--- config.mk ---
export PLATFORM = sky130hd
export DESIGN_NAME = fsk_modem_core
export DESIGN_NICKNAME = d
export VERILOG_FILES = /design/src/fsk_pkg.sv /design/src/fsk_stream_if.sv /design/src/fsk_fifo.sv /design/src/fsk_modem_core.sv
export SDC_FILE = /design/constraint.sdc
export NUM_CORES = 1
export LEC_CHECK = 0
export ABC_AREA = 1
export BUFFER_PORTS_ARGS = -buffer_cell sky130_fd_sc_hd__buf_4
export CORE_MARGIN = 2
export CORE_UTILIZATION = 50
export CTS_BUF_LIST = sky130_fd_sc_hd__clkbuf_8
export CTS_CLUSTER_DIAMETER = 40
export DETAILED_ROUTE_END_ITERATION = 6
export PLACE_DENSITY = 0.72
export SLEW_MARGIN = 10
export SYNTH_ARGS = -nofsm -noshare
export SYNTH_HDL_FRONTEND = slang
export SYNTH_HIERARCHICAL = 1
export SYNTH_SLANG_ARGS = --single-unit
--- constraint.sdc ---
create_clock -name mclk -period 4 [get_ports mclk]
set_input_delay 1.2 -clock mclk [delete_from_list [all_inputs] [get_ports mclk]]
set_output_delay 1.2 -clock mclk [all_outputs]
set_load 0.05 [all_outputs]
--- src/fsk_pkg.sv ---
// Shared constants for the FSK modem core: clock rates, tone periods, thresholds, widths
package fsk_pkg;

   // System clock and the 1 MHz reference derived from it
   localparam int unsigned CLK_HZ = 20_000_000;
   localparam int unsigned REF_HZ = 1_000_000;
   localparam logic [4:0] REF_DIV = 5'(CLK_HZ / REF_HZ);

   // Nominal tone frequencies in Hz
   localparam int unsigned LOW_SPACE_HZ = 1070;
   localparam int unsigned LOW_MARK_HZ = 1270;
   localparam int unsigned HIGH_SPACE_HZ = 2025;
   localparam int unsigned HIGH_MARK_HZ = 2225;

   // Tone period in reference ticks, rounded to nearest for least frequency error
   localparam int unsigned PER_W = 10;
   localparam logic [9:0] LOW_SPACE_PER = 10'((REF_HZ + LOW_SPACE_HZ / 2) / LOW_SPACE_HZ);
   localparam logic [9:0] LOW_MARK_PER = 10'((REF_HZ + LOW_MARK_HZ / 2) / LOW_MARK_HZ);
   localparam logic [9:0] HIGH_SPACE_PER = 10'((REF_HZ + HIGH_SPACE_HZ / 2) / HIGH_SPACE_HZ);
   localparam logic [9:0] HIGH_MARK_PER = 10'((REF_HZ + HIGH_MARK_HZ / 2) / HIGH_MARK_HZ);

   // Sixteen phase steps per tone cycle, eight output levels
   localparam logic [10:0] STEP_INC = 11'h010;
   localparam int unsigned LEVEL_W = 3;

   // Half-cycle discrimination thresholds
   localparam int unsigned LOW_HALF_THR_US = 429;
   localparam int unsigned HIGH_HALF_THR_NS =
      (500_000_000 / HIGH_SPACE_HZ + 500_000_000 / HIGH_MARK_HZ) / 2;
   localparam int unsigned HALF_W = 15;
   localparam logic [14:0] LOW_HALF_THR = 15'(LOW_HALF_THR_US * (REF_HZ / 1_000_000));
   localparam logic [14:0] HIGH_HALF_THR = 15'(HIGH_HALF_THR_NS / (1_000_000_000 / REF_HZ));
   localparam logic [14:0] HALF_MAX = 15'h7FFF;

   // Receive result word: {mark, half-cycle length}
   localparam int unsigned WORD_W = 16;
   localparam int unsigned FIFO_DEPTH = 4;

   // Stepped sine, levels weighted toward the fundamental by dwelling at the peaks
   function automatic logic [2:0] fsk_sine_level(input logic [3:0] phase);
      logic [2:0] lvl;
      lvl = 3'h0;
      case (phase)
         4'h0: lvl = 3'h4;
         4'h1: lvl = 3'h5;
         4'h2: lvl = 3'h6;
         4'h3: lvl = 3'h7;
         4'h4: lvl = 3'h7;
         4'h5: lvl = 3'h6;
         4'h6: lvl = 3'h5;
         4'h7: lvl = 3'h4;
         4'h8: lvl = 3'h3;
         4'h9: lvl = 3'h2;
         4'hA: lvl = 3'h1;
         4'hB: lvl = 3'h0;
         4'hC: lvl = 3'h0;
         4'hD: lvl = 3'h1;
         4'hE: lvl = 3'h2;
         4'hF: lvl = 3'h3;
         default: lvl = 3'h4;
      endcase
      return lvl;
   endfunction

endpackage

--- src/fsk_stream_if.sv ---
// Valid/ready word stream between the modem core and its receive FIFO
`timescale 1ns/100ps
`default_nettype none
interface fsk_stream_if #(parameter int W = 16);
   logic valid;
   logic ready;
   logic [W-1:0] data;
   modport src(output valid, output data, input ready);
   modport snk(input valid, input data, output ready);
endinterface
`default_nettype wire

--- src/fsk_fifo.sv ---
// Parameterised synchronous FIFO with valid/ready on both sides
`timescale 1ns/100ps
`default_nettype none
module fsk_fifo #(
   parameter int W = 16,
   parameter int DEPTH = 4
) (
   // Clock and reset
   input wire logic clk,
   input wire logic rst_n,
   // Streams
   fsk_stream_if.snk wr,
   fsk_stream_if.src rd
);
   localparam int PW = (DEPTH > 1) ? $clog2(DEPTH) : 1;
   localparam int CW = $clog2(DEPTH + 1);

   typedef struct packed {
      logic [DEPTH-1:0][W-1:0] mem;
      logic [PW-1:0] wptr;
      logic [PW-1:0] rptr;
      logic [CW-1:0] count;
   } fsk_fifo_state_type;

   fsk_fifo_state_type s_q;
   fsk_fifo_state_type s_d;
   logic wr_ok;
   logic rd_ok;

   assign wr.ready = (s_q.count != CW'(DEPTH));
   assign rd.valid = (s_q.count != '0);
   assign rd.data = s_q.mem[s_q.rptr];

   always_comb begin
      s_d = s_q;
      wr_ok = wr.valid && (s_q.count != CW'(DEPTH));
      rd_ok = rd.ready && (s_q.count != '0);
      if (wr_ok) begin
         s_d.mem[s_q.wptr] = wr.data;
         s_d.wptr = (s_q.wptr == PW'(DEPTH - 1)) ? '0 : s_q.wptr + 1'b1;
      end
      if (rd_ok) begin
         s_d.rptr = (s_q.rptr == PW'(DEPTH - 1)) ? '0 : s_q.rptr + 1'b1;
      end
      if (wr_ok && !rd_ok) begin
         s_d.count = s_q.count + 1'b1;
      end else if (rd_ok && !wr_ok) begin
         s_d.count = s_q.count - 1'b1;
      end
   end

   always_ff @(posedge clk) begin
      if (!rst_n) begin
         s_q <= '0;
      end else begin
         s_q <= s_d;
      end
   end
endmodule
`default_nettype wire

--- src/fsk_modem_core.sv ---
// Digital FSK modem core: tone synthesiser, stepped sine, half-cycle demodulator
`timescale 1ns/100ps
`default_nettype none
module fsk_modem_core (
   // Clock and reset
   input wire logic mclk,
   input wire logic reset_n,
   // Terminal side
   input wire logic orig_mode,
   input wire logic tx_bit,
   output logic rx_data,
   output logic rx_word_valid,
   output logic [15:0] rx_word,
   input wire logic rx_word_ready,
   output logic rx_overrun,
   // Line front end
   input wire logic line_sq,
   output logic [2:0] tx_level
);

   typedef struct packed {
      logic [4:0] ref_cnt;
      logic ref_tick;
      logic [9:0] acc;
      logic [3:0] phase;
      logic [2:0] level;
      logic line_prev;
      logic [14:0] half_cnt;
      logic rx_bit;
      logic pend_valid;
      logic [15:0] pend_word;
      logic overrun;
      logic out_valid;
      logic [15:0] out_word;
   } fsk_core_state_type;

   fsk_core_state_type s_q;
   fsk_core_state_type s_d;

   fsk_stream_if #(.W(fsk_pkg::WORD_W)) fifo_in ();
   fsk_stream_if #(.W(fsk_pkg::WORD_W)) fifo_out ();

   fsk_fifo #(
      .W(fsk_pkg::WORD_W),
      .DEPTH(fsk_pkg::FIFO_DEPTH)
   ) u_rx_fifo (
      .clk(mclk),
      .rst_n(reset_n),
      .wr(fifo_in),
      .rd(fifo_out)
   );

   logic [9:0] tone_per;
   logic [14:0] half_thr;
   logic [10:0] acc_next;
   logic edge_seen;
   logic is_mark;

   // Pending result is held until the FIFO takes it or a newer measurement replaces it
   assign fifo_in.valid = s_q.pend_valid;
   assign fifo_in.data = s_q.pend_word;
   assign fifo_out.ready = !s_q.out_valid || rx_word_ready;

   always_comb begin
      s_d = s_q;
      // Transmit band from mode, tone from data bit; mark is the higher tone
      if (orig_mode) begin
         tone_per = tx_bit ? fsk_pkg::LOW_MARK_PER : fsk_pkg::LOW_SPACE_PER;
      end else begin
         tone_per = tx_bit ? fsk_pkg::HIGH_MARK_PER : fsk_pkg::HIGH_SPACE_PER;
      end
      // Receive band is the opposite one
      half_thr = orig_mode ? fsk_pkg::HIGH_HALF_THR : fsk_pkg::LOW_HALF_THR;
      acc_next = {1'b0, s_q.acc} + fsk_pkg::STEP_INC;
      edge_seen = (line_sq != s_q.line_prev);
      is_mark = (s_q.half_cnt < half_thr);

      // 1 MHz reference as a one-cycle enable
      if (s_q.ref_cnt == fsk_pkg::REF_DIV - 5'h01) begin
         s_d.ref_cnt = 5'h00;
         s_d.ref_tick = 1'b1;
      end else begin
         s_d.ref_cnt = s_q.ref_cnt + 5'h01;
         s_d.ref_tick = 1'b0;
      end

      // Bresenham stepping: sixteen steps spread over exactly tone_per reference ticks,
      // so the cycle length is an exact integer and the rounding error stays below 0.1%
      if (s_q.ref_tick) begin
         if (acc_next >= {1'b0, tone_per}) begin
            s_d.acc = 10'(acc_next - {1'b0, tone_per});
            s_d.phase = s_q.phase + 4'h1;
         end else begin
            s_d.acc = acc_next[9:0];
         end
      end
      // A mode or data change mid-cycle leaves a residue at or above the new period; clear it to zero
      if (s_d.acc >= tone_per) begin
         s_d.acc = 10'h000;
      end
      s_d.level = fsk_pkg::fsk_sine_level(s_q.phase);

      // Half-cycle timing on reference ticks, saturating on a dead line
      s_d.line_prev = line_sq;
      if (edge_seen) begin
         s_d.half_cnt = 15'h0000;
         s_d.rx_bit = is_mark;
      end else if (s_q.ref_tick && (s_q.half_cnt != fsk_pkg::HALF_MAX)) begin
         s_d.half_cnt = s_q.half_cnt + 15'h0001;
      end

      // Handing results to the FIFO; a full FIFO stalls the pending slot
      if (s_q.pend_valid && fifo_in.ready) begin
         s_d.pend_valid = 1'b0;
      end
      if (edge_seen) begin
         if (s_q.pend_valid && !fifo_in.ready) begin
            // Newest measurement replaces the stalled one; software sees the loss
            s_d.overrun = 1'b1;
         end
         s_d.pend_valid = 1'b1;
         s_d.pend_word = {is_mark, s_q.half_cnt};
      end

      // Registered output stage so the terminal port comes from flip-flops
      if (fifo_out.valid && fifo_out.ready) begin
         s_d.out_valid = 1'b1;
         s_d.out_word = fifo_out.data;
      end else if (rx_word_ready) begin
         s_d.out_valid = 1'b0;
      end
   end

   always_ff @(posedge mclk) begin
      if (!reset_n) begin
         s_q <= '0;
      end else begin
         s_q <= s_d;
      end
   end

   assign rx_data = s_q.rx_bit;
   assign rx_word_valid = s_q.out_valid;
   assign rx_word = s_q.out_word;
   assign rx_overrun = s_q.overrun;
   assign tx_level = s_q.level;

endmodule
`default_nettype wire

; Yosys cells after proc, flatten, opt, wreduce, memory -nomap -nowiden
; Memories as Yosys holds them, arrays and structs flattened. A register that Yosys moved wholly into a read port is not among the register bits.
; Cells that the tools add are included.
[word_totals]
reg_bits = 143
latch_bits = 0
ram_bits = 0
mem_bits_ro = 48
inputBits = 6
elab_cells = 86
memories = 1
[mem_list]
columns = name, words, width, rd, rd_ports_with_merged_regs, wr, line_no
row1 = (name not given), 16, 3, 1, 1, 0, fsk_pkg.sv:43  ; case (phase)
[classes]
add_sub_neg = 9
multipliers = 0
div = 0
n_lt_le_gt_ge = 6
eq_ne = 6
shifts = 0
muxes = 22
bitwise = 1
reduce_logical = 22
[op_table]
columns = operator, n
row1 = bitwise mux 64 bit, 1
row2 = binary-select mux 16 bit (select 2 bit), 1
row3 = demux 16 bit (select 2 bit), 1
row4 = two-way mux 16 bit, 2
row5 = two-way mux 10 bit, 2
row6 = two-way mux 18 bit, 1
row7 = "adder 15 x 1 -> 15 bit, second input constant", 1
row8 = less-than comparator 15 x 9 -> 1 bit, 1
row9 = "inequality test 15 bit, second input constant", 1
row10 = two-way mux 14 bit, 1
row11 = "adder 10 x 5 -> 11 bit, second input constant", 1
row12 = greater-or-equal comparator 11 x 10 -> 1 bit, 1
row13 = greater-or-equal comparator 10 bit, 1
row14 = subtractor 10 bit, 1
row15 = two-way mux 9 bit, 1
row16 = two-way mux 8 bit, 1
row17 = logical AND 1 bit, 7
row18 = "less-than comparator 2 x 3 -> 1 bit, second input constant", 2
row19 = two-way mux 3 bit, 2
row20 = two-way mux 6 bit, 1
row21 = nonzero test 2 bit, 3
row22 = OR reduction 2 bit, 3
row23 = "adder 5 x 1 -> 5 bit, second input constant", 1
row24 = "== test 5 bit, second input constant", 1
row25 = 16 further kinds, 28

; Logic depth before layout (Yosys ltp)
; Gate-level depths: netlist of the first run.
[depth]
word_depth = 7
depth_mapped = 28

; Hierarchy
; The synthesis of the first run kept the hierarchy.
[by_module_without_submodules]
columns = module, instances, cells_each, area_per_inst_um2
row1 = fsk_fifo, 1, 646, 3980.1
row2 = fsk_modem_core, 1, 560, 3978.8

; Worst setup path before layout of the first run
; Ideal clock, no wire load.
[synth_path]
path_type = in2reg
from = in orig_mode
to = reg, netlist name s_q[63]
setup_time_ns = 0.121
arrival_time_ns = 3.831
required_time_ns = 3.879
setup_slack_ns = 0.048
path_stages = 22
cell_sequence = inv_1 > nand2_1 > ha_1 > fa_1 > o21ai_0 > xor2_1 > nand2_1 > o21ai_0 > o21ai_0 > inv_1 > ha_1 > nand2_1 > nor2_1 > o21ai_0 > inv_1 > o21ai_0 > nand2_1 > nand2_1 > inv_1 > nand3_1 > nand2_2 > nor2_1
[synth_rtl]
columns = element, line_no
row1 = from (decl), fsk_modem_core.sv:9  ; input wire logic orig_mode,

==> impl.org, run 1 <==
** STA
- The total count of hold-check failures in the final report was 0.
- Total Negative Setup Slacks :: 0 ps
- Worst max-slew margin expressed relative to the limit :: 33.66%
- Counting I/O delays and the setup requirement, the final critical path takes 3677 ps.
- Max Clk Rate :: 271.9 MHz
- In the finished design, the share of the clock period the worst path needs comes to 91.93%.
- For the pin with the worst max-slew slack, the measured transition is 995.1 ps.
- Hold WS :: 455.9 ps
- Final worst setup slack :: 322.8 ps
- Max-slew violation count :: 0
- Final setup violation count :: 0
- Maximum clock skew at final layout :: 13.14 ps

** Finish
- The repair_antennas step left the layout with diodes totalling 0.
- From synthesis to final layout, the design area changed by 11.59%.
- The top cell types in the final layout, fill and taps aside, are 229 x sky130_fd_sc_hd__inv_1, 225 x sky130_fd_sc_hd__nand2_1, 180 x sky130_fd_sc_hd__nor2_1.
- The count of cells in the finished layout, fillers not included, comes to 1,454.
- In the final layout, the share of cells above drive strength 1 is 11.23%.
- Leaving out fill and tap cells, the most frequent cell in the layout is sky130_fd_sc_hd__inv_1.
- Final non-filler cell area :: 0.008881 sq mm
- NumNets Final :: 1,266
- The layout has 1,522 filler cells.
- Cells fill 56.52% of the core in the end.

** Route
- The final layout contains routed wiring with a total length of 18,300 um.
- The first TritonRoute pass finished after 5 iterations.
- Detailed routing inserted a total of 7,124 vias.
- Top layer reached by signal wires :: met4
- Via-to-Cell Ratio :: 4.900
- Met2 wirelength from detailed routing :: 8616 um
- Starting DRT DRC Count :: 558
- Met1 Wirelength :: 8516 um
- Number of design rule violations left after detail routing :: 0
- Amount of wire on met3 after detailed routing :: 909 um
- Remaining antenna violation count after routing :: 0
- In the final routed layout, each cell accounts on average for 12.59 um.

** Floorplan
- The initial utilization of the core area, before any placement, comes to 50.65%.
- The floorplan has 46 rows.
- Placeable core region :: 0.01571 sq mm
- In this run the count of I/O pins placed on the die edge is 28.
- Total Die Area :: 0.01694 sq mm
- Measured along the y axis, the die boundary spans 130.2 um.
- Die W :: 130.2 um

** Min path
- Counting instances, the worst hold path has a depth of 1.
- The worst hold path belongs to the class reg2reg.
- Hold Startpoint :: s_q[70]

** Run
- Across the run, the number of max-cap violations was 0.

** Global route
- Initial antenna violation count :: 0
- Global-route wire length before repair :: 30,260 um
- The via count of the first global-routing pass is 6,367.
- Global routing used 22.20% of the available tracks.
- Summed over all layers, the global routing overflow is 0.
- Pin count of the biggest net entering global routing :: 103

** Setup path
- Among all stages on the critical path, the largest delay is contributed by sky130_fd_sc_hd__ha_1.
- Launch point of the worst path :: orig_mode
- Critical path class :: in2reg
- Worst reg-to-reg path cell count :: 26
- Worst path max stage delay :: 290 ps
- For the worst setup path, the data required time is 4400 ps.
- CP arrival :: 4080 ps
- Largest fanout on the critical path :: 10
- The worst register-to-register path begins at s_q[65].
- STA classifies the critical path startpoint as an input pin.
- Endpoint kind of the worst setup timing path :: flip-flop
- Traced cell by cell, the critical path runs through buf_4 > buf_4 > nand2_2 > inv_1 > ha_1 > nand2_1 > nor2_2 > nand3_1 > nor2_2 > nor2_2 > nand3_4 > nand2_8 > o21ai_1 > inv_1 > ha_1 > a21oi_1 > o21ai_0 > o21ai_0 > nand2_1 > nand2_1 > inv_1 > nand3_2 > nand2_2 > nor2_1.

** CTS
- In this run, post-CTS hold repair placed 0 buffers.
- Clock tree synthesis inserted a total of 17 buffers.
- Longest Clk Path Bufs :: 2
- Number of clock sinks :: 145
- For the worst-skew pair, the clock arrives at the later sink with an insertion delay of 460 ps.
- Clock tree from TritonCTS :: yes
- Worst-path clk slew :: 80 ps
- H-tree levels :: 4
- Clock tree synthesis selected as its root buffer the cell sky130_fd_sc_hd__clkbuf_8.

** Logic synthesis
- Share of the synthesized area in the top cell type :: 36.47%
- Number of warning messages in the yosys log :: 6
- In this run the cell area of the synthesized design comes to 0.007959 sq mm.
- The synthesized netlist contains 36 unique library cells.
- The synthesized design spends more area on one cell type than any other, namely sky130_fd_sc_hd__dfxtp_1.
- By area the synthesized netlist is led by sky130_fd_sc_hd__dfxtp_1 36%, sky130_fd_sc_hd__inv_1 11%, sky130_fd_sc_hd__nand2_1 11%.
- The number of nets in the synthesized netlist is 1,247.
- Sequential fraction of the synthesis area :: 36.47%
- Mean post-synth cell area :: 6.599 sq um
- Number of synthesized register bits :: 145
- For this run, asynchronously set or reset flops after synthesis account for 0%.
- Number of flops mapped to enable cells by yosys :: 0
- Number of cells produced by synthesis :: 1,206
- The most used flip-flop cell after synthesis is sky130_fd_sc_hd__dfxtp_1.

** Placed design
- Final estimated routing congestion in global placement :: 0.8873
- Worst slack at placement :: -304.4 ps
- Final HPWL DP :: 11,950 um
- Once placement completed, the tool counted placed cells totaling 1,420.
- Cell area reported after detailed placement :: 0.008344 sq mm
- Port-buffer cells :: 27

** Outcome
- The run finished with clean final reports.

** Pwr
- IR analysis of the VDD net gives a maximum drop of 0.2123 mV.
- Summed over all cells, the static leakage comes to 4.237 nW.
- Areal power density over the cells :: 485.7 mW/mm^2
- Total power after layout :: 4.314 mW
cells in the mapped netlist, drive strengths merged, types with 11 or more instances:
cell,n
a21oi,45
buf,52
clkbuf,22
dfxtp,145
ha,33
inv,232
nand2,234
nand3,34
nand4,72
nor2,188
o21ai,92
o22ai,16
xor2,11
sequential cells by signal (all words and copies together) (netlist names):
| register | flops |
|---|---|
| rx_word_valid | 1 |
| rx_overrun | 1 |
| fifo_in.data | 15 |
| tx_level | 3 |
| fifo_in.valid | 1 |
| rx_data | 1 |
| rx_word | 16 |
| u_rx_fifo/s_q | 71 |
| s_q | 36 |
critical path, delay by kind of cell:
kind | cells | cell delay, ps
AOI/OAI and AO/OA | 4 | 630
and+or+nand+nor | 13 | 1210
buffers and inverters | 5 | 460
adders and majority gates | 2 | 570
cells by family (layout without fill, tap and decap cells):
logic type,Yosys count,in the layout,synth area share [%]
simple gates,545,546,29.37
buf+inv,307,338,16.35
compound gates,159,159,10.47
flops,145,145,36.47
fa+ha+maj,35,35,5.691
xor+xnor,15,15,1.651
metal layers:
| metal | global-route usage (%) | up-vias |
|---|---|---|
| met5 | 0 | - |
| met2 | 36.03 | 191 |
| met4 | 7.906 | 0 |
| li1 | - | 3784 |
| met3 | 3.813 | 24 |
| met1 | 29.85 | 3125 |
power by group:
part | total (mW) | internal, mW | switching, mW
Clock | 1.28 | 0.687 | 0.592
Sequential | 1.70 | 1.59 | 0.111
Combinational | 1.34 | 0.414 | 0.921
Total | 4.31 | 2.69 | 1.62
final cells by class:
class                   count  area (sq um)  area share, %
inverters                 233         874.6          9.848
multi-input cells         755          3844          43.28
repair buffers             73         548.0          6.171
clock buffers              17         234.0          2.635
clock inverters            15         206.4          2.325
flip-flops and latches    145          2904          32.70
well taps                 216         270.3          3.043
path summary, 6_finish.rpt:
kind	endpoint	slack, ps
min reg2reg	s_q[70]	460
max	s_q[59]	320
max reg2reg	s_q[59]	460
min	s_q[70]	460
timing repair:
item | 4_1_cts | 5_1_grt
setup buffers | 0 | 1
gates resized for setup | 0 | 21
endpoints found under the setup margin | 0 | 9
No activity file was read; power rests on OpenSTA's default activity.
==> inputs of run 2 (changes only) <==
--- a/config.mk
+++ b/config.mk
@@ -7,7 +7,6 @@
 export LEC_CHECK = 0
 export ABC_AREA = 1
 export BUFFER_PORTS_ARGS = -buffer_cell sky130_fd_sc_hd__buf_4
-export CORE_MARGIN = 2
 export CORE_UTILIZATION = 50
 export CTS_BUF_LIST = sky130_fd_sc_hd__clkbuf_8
 export CTS_CLUSTER_DIAMETER = 40
==> constraint.sdc (replaced) <==
create_clock -name mclk -period 4 [get_ports mclk]
set_input_delay 0.2 -clock mclk [delete_from_list [all_inputs] [get_ports mclk]]
set_output_delay 0.2 -clock mclk [all_outputs]
set_load 0.05 [all_outputs]
==> impl.org, run 2 (synthesis results as in run 1) <==
** Finish
- Largest register by flop count :: u_rx_fifo/s_q
- The net total in the final layout is 1,231 (-2.8%).
- Leaving out fill and tap cells, the most frequent cells in the layout are 232 x sky130_fd_sc_hd__inv_1, 228 x sky130_fd_sc_hd__nand2_1, 186 x sky130_fd_sc_hd__nor2_1.
- Filler instances :: 1,528 (+0.39%)
- Most common library cell in the layout ignoring fill and taps :: sky130_fd_sc_hd__inv_1
- Sequential Area :: 0.002908 sq mm (+0.13%)
- P&R area growth vs syn :: 6.508%
- The area of the multi-input gates is 0.003767 sq mm (-2.0%).
- The number of flip-flops in the largest register is 71 (unchanged).
- The proportion of layout cells with a drive suffix above 1 was 7.398% (-3.8 points).
- The count of antenna diodes in the layout came to 0 (unchanged).

** CTS
- The number of buffers created by CTS came to 17 (unchanged).
- Worst-path clk slew :: 80 ps (about the same)
- The clock insertion delay at the later pin of the skew report came to 450 ps (about the same).
- H-tree levels :: 4 (unchanged)
- Root buf cell :: sky130_fd_sc_hd__clkbuf_8
- The number of sinks driven by the clock tree came to 145 (unchanged).
- Clock tree from TritonCTS :: yes
- Longest Clk Path Bufs :: 2 (unchanged)
- The number of post-CTS setup repair buffers came to 0 (unchanged).

** STA
- The final worst-path cycle share came to 89.60% (-2.3 points).
- The worst clock skew came to 14.53 ps (+1.382 ps).
- Min Clock Period, post-route :: 3584 ps (-93.13 ps)
- Max Clk Rate :: 279.0 MHz (+2.6%)
- Tightest Pin Transition :: 1036 ps (+40.66 ps)
- Max-slew violation count :: 0 (unchanged)
- The total count of hold-check failures in the final report came to 0 (unchanged).
- Total Negative Setup Slacks :: 0 ps (unchanged)
- The final worst setup slack was 416.0 ps (+93.13 ps).
- Worst max-slew margin expressed relative to the limit :: 30.95% (-2.7 points)
- Final setup violation count :: 0 (unchanged)
- Hold WS :: 118.8 ps (-337.1 ps)
- Setup repair after global routing left no endpoint under its margin.

** Setup path
- The worst setup path is launched from a flip-flop.
- The maximum fanout along the worst path is 13 (+3).
- Endpoint kind of the worst setup timing path :: flip-flop
- Required time reported for the critical path endpoint :: 4370 ps (-30 ps)
- CP arrival :: 3950 ps (-130 ps)
- Critical path class :: reg2reg

** Global route
- The pin count of the biggest net entering global routing was 107 (+3.9%).
- Gr ovfl total :: 0 (unchanged)
- The initial antenna violation count came to 0 (unchanged).
- Overall routing resource usage :: 22.66% (+0.46 points)
- Global-route wire length before repair :: 29,500 um (-2.5%)
- The via count of the first global-routing pass is 6,189 (-2.8%).

** Route
- The initial DRC count came to 566 (+1.4%).
- The routed wire length was 17,640 um (-3.6%).
- Remaining antenna violation count after routing :: 0 (unchanged)
- Via-to-Cell Ratio :: 4.924 (+0.50%)
- The detailed-route via count is 6,963 (-2.3%).
- The average wire length per cell after detail routing came to 12.48 um (-0.88%).
- The number of search-and-repair iterations in the first detailed-routing pass came to 5 (unchanged).
- Number of design rule violations left after detail routing :: 0 (unchanged)

** Floorplan
- The floorplan die height is 128.2 um (-1.5%).
- The initial standard-cell utilization of the core was 51.78% (+1.1 points).
- The area of the die came to 0.01643 sq mm (-3.0%).
- The core region area is 0.01537 sq mm (-2.2%).
- Ports :: 28 (unchanged)
- Die W :: 128.2 um (-1.5%)
- Count of standard-cell rows :: 45 (-2.2%)

** Pwr
- The leakage power summed over all cells was 4.063 nW (-4.1%).
- Net switching power of the design :: 1.564 mW (-3.7%)
- Areal power density over the cells :: 482.2 mW/mm^2 (-0.73%)
- Power share of the clock group :: 26.3% (-3.3 points)
- The internal power came to 2.524 mW (-6.2%).
- Fraction of power spent switching nets :: 38.26% (+0.62 points)
- Share of total power in sequential cells :: 40.8% (+1.4 points)
- Share of power burned in combinational logic :: 32.9% (+2.0 points)
- The peak ir drop on the vdd network was 0.2577 mV (+21%).

** Placed design
- Port-buffer cells :: 27 (unchanged)
- Final HPWL DP :: 11,470 um (-4.0%)
- The pre-CTS worst setup slack was 381.1 ps (+685.5 ps).
- The placer's final routability congestion estimate was 0.9364 (+5.5%).

** Outcome
- Result of the run :: complete, no violations

** Run
- The number of max-cap violations was 0 (unchanged).

** Min path
- The path class of the tightest hold or removal check is in2reg.
## run 2: changes by cell type in the layout (fill, tap and decap cells not counted), moves of 4 or more
cell | before | now
sky130_fd_sc_hd__nor2_2 | 8 | 2
sky130_fd_sc_hd__buf_4 | 73 | 38
sky130_fd_sc_hd__nand2_2 | 8 | 4
sky130_fd_sc_hd__nor2_1 | 180 | 186
## run 2: path summary, 6_finish.rpt
kind,from,endpoint,slack (ps),depth (start not counted)
worst max register to register,s_q[63],s_q[66],420,25
worst min-delay path,rx_word_ready,rx_word_valid,120,4
worst max-delay path,s_q[63],s_q[66],420,25
worst min register to register,s_q[70],s_q[70],450,1
## run 2: critical path, cell delays in order (launching register included)
cell and delay [ps]:
sky130_fd_sc_hd__dfxtp_2 360, sky130_fd_sc_hd__ha_2 220, sky130_fd_sc_hd__xor2_1 190, sky130_fd_sc_hd__ha_1 300
sky130_fd_sc_hd__nand2_1 110, sky130_fd_sc_hd__inv_1 50, sky130_fd_sc_hd__a21oi_1 180, sky130_fd_sc_hd__nand2_1 140
sky130_fd_sc_hd__nand2_2 130, sky130_fd_sc_hd__nand3_4 120, sky130_fd_sc_hd__nand2_4 160, sky130_fd_sc_hd__nand2_1 70
sky130_fd_sc_hd__o21ai_1 100, sky130_fd_sc_hd__inv_1 60, sky130_fd_sc_hd__ha_1 290, sky130_fd_sc_hd__inv_1 60
sky130_fd_sc_hd__nor2_1 30, sky130_fd_sc_hd__o21ai_0 130, sky130_fd_sc_hd__inv_1 50, sky130_fd_sc_hd__o21ai_0 170
sky130_fd_sc_hd__nand2_1 70, sky130_fd_sc_hd__nand2_1 70, sky130_fd_sc_hd__inv_1 50, sky130_fd_sc_hd__nand3_1 120
sky130_fd_sc_hd__nand2_4 110, sky130_fd_sc_hd__nor2_1 140
## run 2: layer usage
layer	wire (um)	global-route usage (%)	part of all wire, %	vias up
li1	-	-	-	3714
met1	8460	29.69	48	3058
met2	8064	37.37	46	176
met3	923	4.508	5.2	15
met4	191	7.266	1.1	0
met5	0	0	0	-
## run 2: power groups by stage
stage	Clock, mW	Sequential (mW)	Combinational (mW)
2_1_floorplan	0	1.71	1.10
3_3_place_gp	0	1.70	1.33
3_5_place_dp	0	1.70	1.34
4_1_cts	1.10	1.67	1.34
5_1_grt	1.18	1.69	1.51
6_report	1.08	1.67	1.34
## run 2: final cells by class
type | count | share of cell area (%)
clock buffer | 20 | 3.247
clock inverter | 12 | 1.092
inverter | 233 | 10.32
multi-input combinational | 754 | 44.44
sequential | 145 | 34.30
tap | 211 | 3.114
timing repair buffer | 39 | 3.483
## run 2: repair_timing
| action | CTS | global route |
|---|---|---|
| hold buffers | 1 | 0 |
| setup endpoints to repair | 0 | 9 |
| hold endpoints to repair | 1 | 0 |
| resized for setup | 0 | 7 |
## run 2: metrics by stage
step | util, % | power (mW) | instances | area (sq um)
3_5_place_dp | 52.58 | 3.038 | 1381 | 8083
2_1_floorplan | - | 2.807 | 1206 | 7959
5_1_grt | 55.15 | 4.369 | 1414 | 8477
6_report | 55.15 | 4.088 | 1414 | 8477
4_1_cts | 55.04 | 4.113 | 1414 | 8461
3_3_place_gp | 52.58 | 3.024 | 1381 | 8083
==> inputs of run 3 (changes only) <==
--- a/config.mk
+++ b/config.mk
@@ -11,7 +11,7 @@
 export CTS_BUF_LIST = sky130_fd_sc_hd__clkbuf_8
 export CTS_CLUSTER_DIAMETER = 40
 export DETAILED_ROUTE_END_ITERATION = 6
-export PLACE_DENSITY = 0.72
+export PLACE_DENSITY = 0.69
 export SLEW_MARGIN = 10
 export SYNTH_ARGS = -nofsm -noshare
 export SYNTH_HDL_FRONTEND = slang
==> impl.org, run 3 (synthesis results as in run 1) <==
** Finish
- More flip-flops sit in one register than any other, and that register is u_rx_fifo/s_q.
- The number of flip-flops in the largest register was 71 (unchanged).
- Leaving out fill and tap cells, the most frequent cell in the layout is sky130_fd_sc_hd__inv_1.
- P&R area growth vs syn :: 6.886%
- Highest-count cells in the layout ignoring fill and taps :: 232 x sky130_fd_sc_hd__inv_1, 228 x sky130_fd_sc_hd__nand2_1, 186 x sky130_fd_sc_hd__nor2_1
- NumNets Final :: 1,231 (unchanged)
- The count of antenna diodes in the layout is 0 (unchanged).
- The proportion of layout cells with a drive suffix above 1 was 7.149% (-0.25 points).
- The design area came to 0.008507 sq mm (+0.35%).

** Global route
- Pin count of the biggest net entering global routing :: 107 (unchanged)
- Overall routing resource usage :: 22.16% (-0.51 points)
- Global-route wire length before repair :: 28,900 um (-2.0%)
- The initial antenna violation count was 0 (unchanged).
- Vias in the first global route :: 5,997 (-3.1%)
- Gr ovfl total :: 0 (unchanged)

** STA
- Final clock period utilization by the worst path :: 90.56% (+0.96 points)
- Worst max-slew margin expressed relative to the limit :: 31.51% (+0.57 points)
- Max-slew violation count :: 0 (unchanged)
- Max Clk Rate :: 276.1 MHz (-1.1%)
- The number of setup violations in the final report is 0 (unchanged).
- Maximum clock skew at final layout :: 8.260 ps (-6.267 ps)
- The worst-margin pin slew was 1026 ps (-9.658 ps).
- Final count of hold timing violations :: 0 (unchanged)
- Min Clock Period, post-route :: 3622 ps (+38.39 ps)

** Pwr
- Int Pwr :: 2.615 mW (+3.6%)
- Share of total power in sequential cells :: 40.1% (-0.7 points)
- Net switching power of the design :: 1.566 mW (+0.13%)
- Areal power density over the cells :: 491.5 mW/mm^2 (+1.9%)
- Power share of the clock group :: 27.9% (+1.6 points)
- Share of power burned in combinational logic :: 32.0% (-0.9 points)
- Total power after layout :: 4.182 mW (+2.3%)
- Fraction of power spent switching nets :: 37.45% (-0.81 points)
- P_leak :: 4.058 nW (-0.11%)
- Worst IR Drop VDD :: 0.2177 mV (-16%)

** Floorplan
- Starting density of the core :: 51.78% (unchanged)
- The core region area is 0.01537 sq mm (unchanged).
- The number of top-level pins is 28 (unchanged).
- Count of standard-cell rows :: 45 (unchanged)
- The floorplan die height is 128.2 um (unchanged).
- The area of the die is 0.01643 sq mm (unchanged).
- Die W :: 128.2 um (unchanged)

** Setup path
- Critical-path cell with the highest stage delay :: sky130_fd_sc_hd__dfxtp_1
- Worst path max stage delay :: 400 ps (+40 ps)
- The startpoint identified for the worst register-to-register timing path is s_q[63].
- The maximum fanout along the worst path came to 9 (-4).
- The critical path is of the reg2reg type.
- Kind of launch point of the worst setup path :: flip-flop
- The most numerous cell type found on the critical path is sky130_fd_sc_hd__nand2_1.
- Endpoint kind of the worst setup timing path :: flip-flop
- Launch point of the worst path :: s_q[63]
- The data required time of the critical path came to 4340 ps (-30 ps).
- CP arrival :: 3960 ps (about the same)

** CTS
- H-tree levels :: 4 (unchanged)
- The number of sinks driven by the clock tree was 145 (unchanged).
- The number of buffers created by CTS is 17 (unchanged).
- Worst-path clk slew :: 80 ps (about the same)
- Longest Clk Path Bufs :: 2 (unchanged)
- The clock insertion delay at the later pin of the skew report came to 450 ps (about the same).
- The tree is rooted in a sky130_fd_sc_hd__clkbuf_8.
- TritonCTS built the clock tree.

** Placed design
- Port-buffer cells :: 27 (unchanged)
- The placer's final routability congestion estimate was 0.8438 (-9.9%).
- Final HPWL DP :: 11,340 um (-1.2%)
- Cell area reported after detailed placement :: 0.008083 sq mm (unchanged)

** Run
- Number of max-capacitance violations reported :: 0 (unchanged)

** Outcome
- The run finished with clean final reports.

** Route
- Via-to-Cell Ratio :: 4.852 (-1.5%)
- Mean routed wirelength per cell :: 12.30 um (-1.4%)
- The count of nets left with antenna violations after detail routing came to 0 (unchanged).
- Drt pass-1 iters :: 5 (unchanged)
- Final routed wirelength across all metal layers :: 17,390 um (-1.4%)
- Starting DRT DRC Count :: 498 (-12%)
- The detailed-route via count came to 6,861 (-1.5%).
- Number of design rule violations left after detail routing :: 0 (unchanged)

** Min path
- The tightest min-delay check is of the in2reg type.
- In this run the most critical hold path is launched from rx_word_ready.
## run 3: cell count changes in the layout (fill, tap and decap cells not counted), moves of 2 or more
| cell | previous run | this run |
|---|---|---|
| sky130_fd_sc_hd__clkbuf_8 | 20 | 18 |
| sky130_fd_sc_hd__dfxtp_2 | 4 | 2 |
| sky130_fd_sc_hd__bufinv_16 | 1 | 3 |
| sky130_fd_sc_hd__dfxtp_1 | 141 | 143 |
## run 3: routing by layer
metal	GRT usage [%]	routed length [um]	vias to the layer above
met1	28.99	8267	2978
met2	36.60	8126	149
met5	0	0	-
met3	4.674	803	20
met4	6.644	191	0
li1	-	-	3714
## run 3: final timing paths
path	to	slack, ps	cells past startpoint
max	s_q[62]	380	25
min	rx_word_valid	130	4
max reg2reg	s_q[62]	380	25
min reg2reg	s_q[70]	450	1
## run 3: cell type report
cell class,instances,area (sq um)
clock buffers,18,247.7
clock inverters,14,148.9
fillers,1517,6864
inverters,233,874.6
multi-input cells,754,3771
flip-flops and latches,145,2905
well taps,211,264.0
repair buffers,39,295.3
## run 3: repair_timing
action	in CTS	in global routing
setup buffers	0	0
resized for setup	0	4
hold buffers	1	0
hold endpoints to repair	1	0
setup endpoints to repair	0	9
## run 3: worst max-delay path, delay by kind of cell, from the launching register on
family	cells	cell delay, ps
and+or+nand+nor	12	1210
DFF	1	400
xor gates and xnor gates	1	210
buffers and inverters	4	230
adders and majority gates	3	850
AOI/OAI and AO/OA	5	610
## run 3: power by group through the flow
| stage | sequential (mW) | combinational [mW] | clock (mW) |
|---|---|---|---|
| 6_report | 1.68 | 1.34 | 1.17 |
| 5_1_grt | 1.69 | 1.50 | 1.26 |
| 4_1_cts | 1.68 | 1.34 | 1.20 |
| 3_5_place_dp | 1.71 | 1.34 | 0 |
| 3_3_place_gp | 1.71 | 1.32 | 0 |
| 2_1_floorplan | 1.71 | 1.10 | 0 |
## run 3: per-stage QoR
stage / util [%] / cells / TNS, ps / worst slack (ps) / hold slack [ps]
floorplan: - / 1206 / 0 / 823.8 / 293.5
detailed placement: 52.58 / 1381 / 0 / 416.8 / 411.8
finish: 55.34 / 1414 / 0 / 377.6 / 134.3
CTS: 55.23 / 1414 / 0 / 344.0 / 81.95
global route: 55.34 / 1414 / -383.1 / -54.59 / 135.9
global placement: 52.58 / 1381 / 0 / 468.1 / 404.0
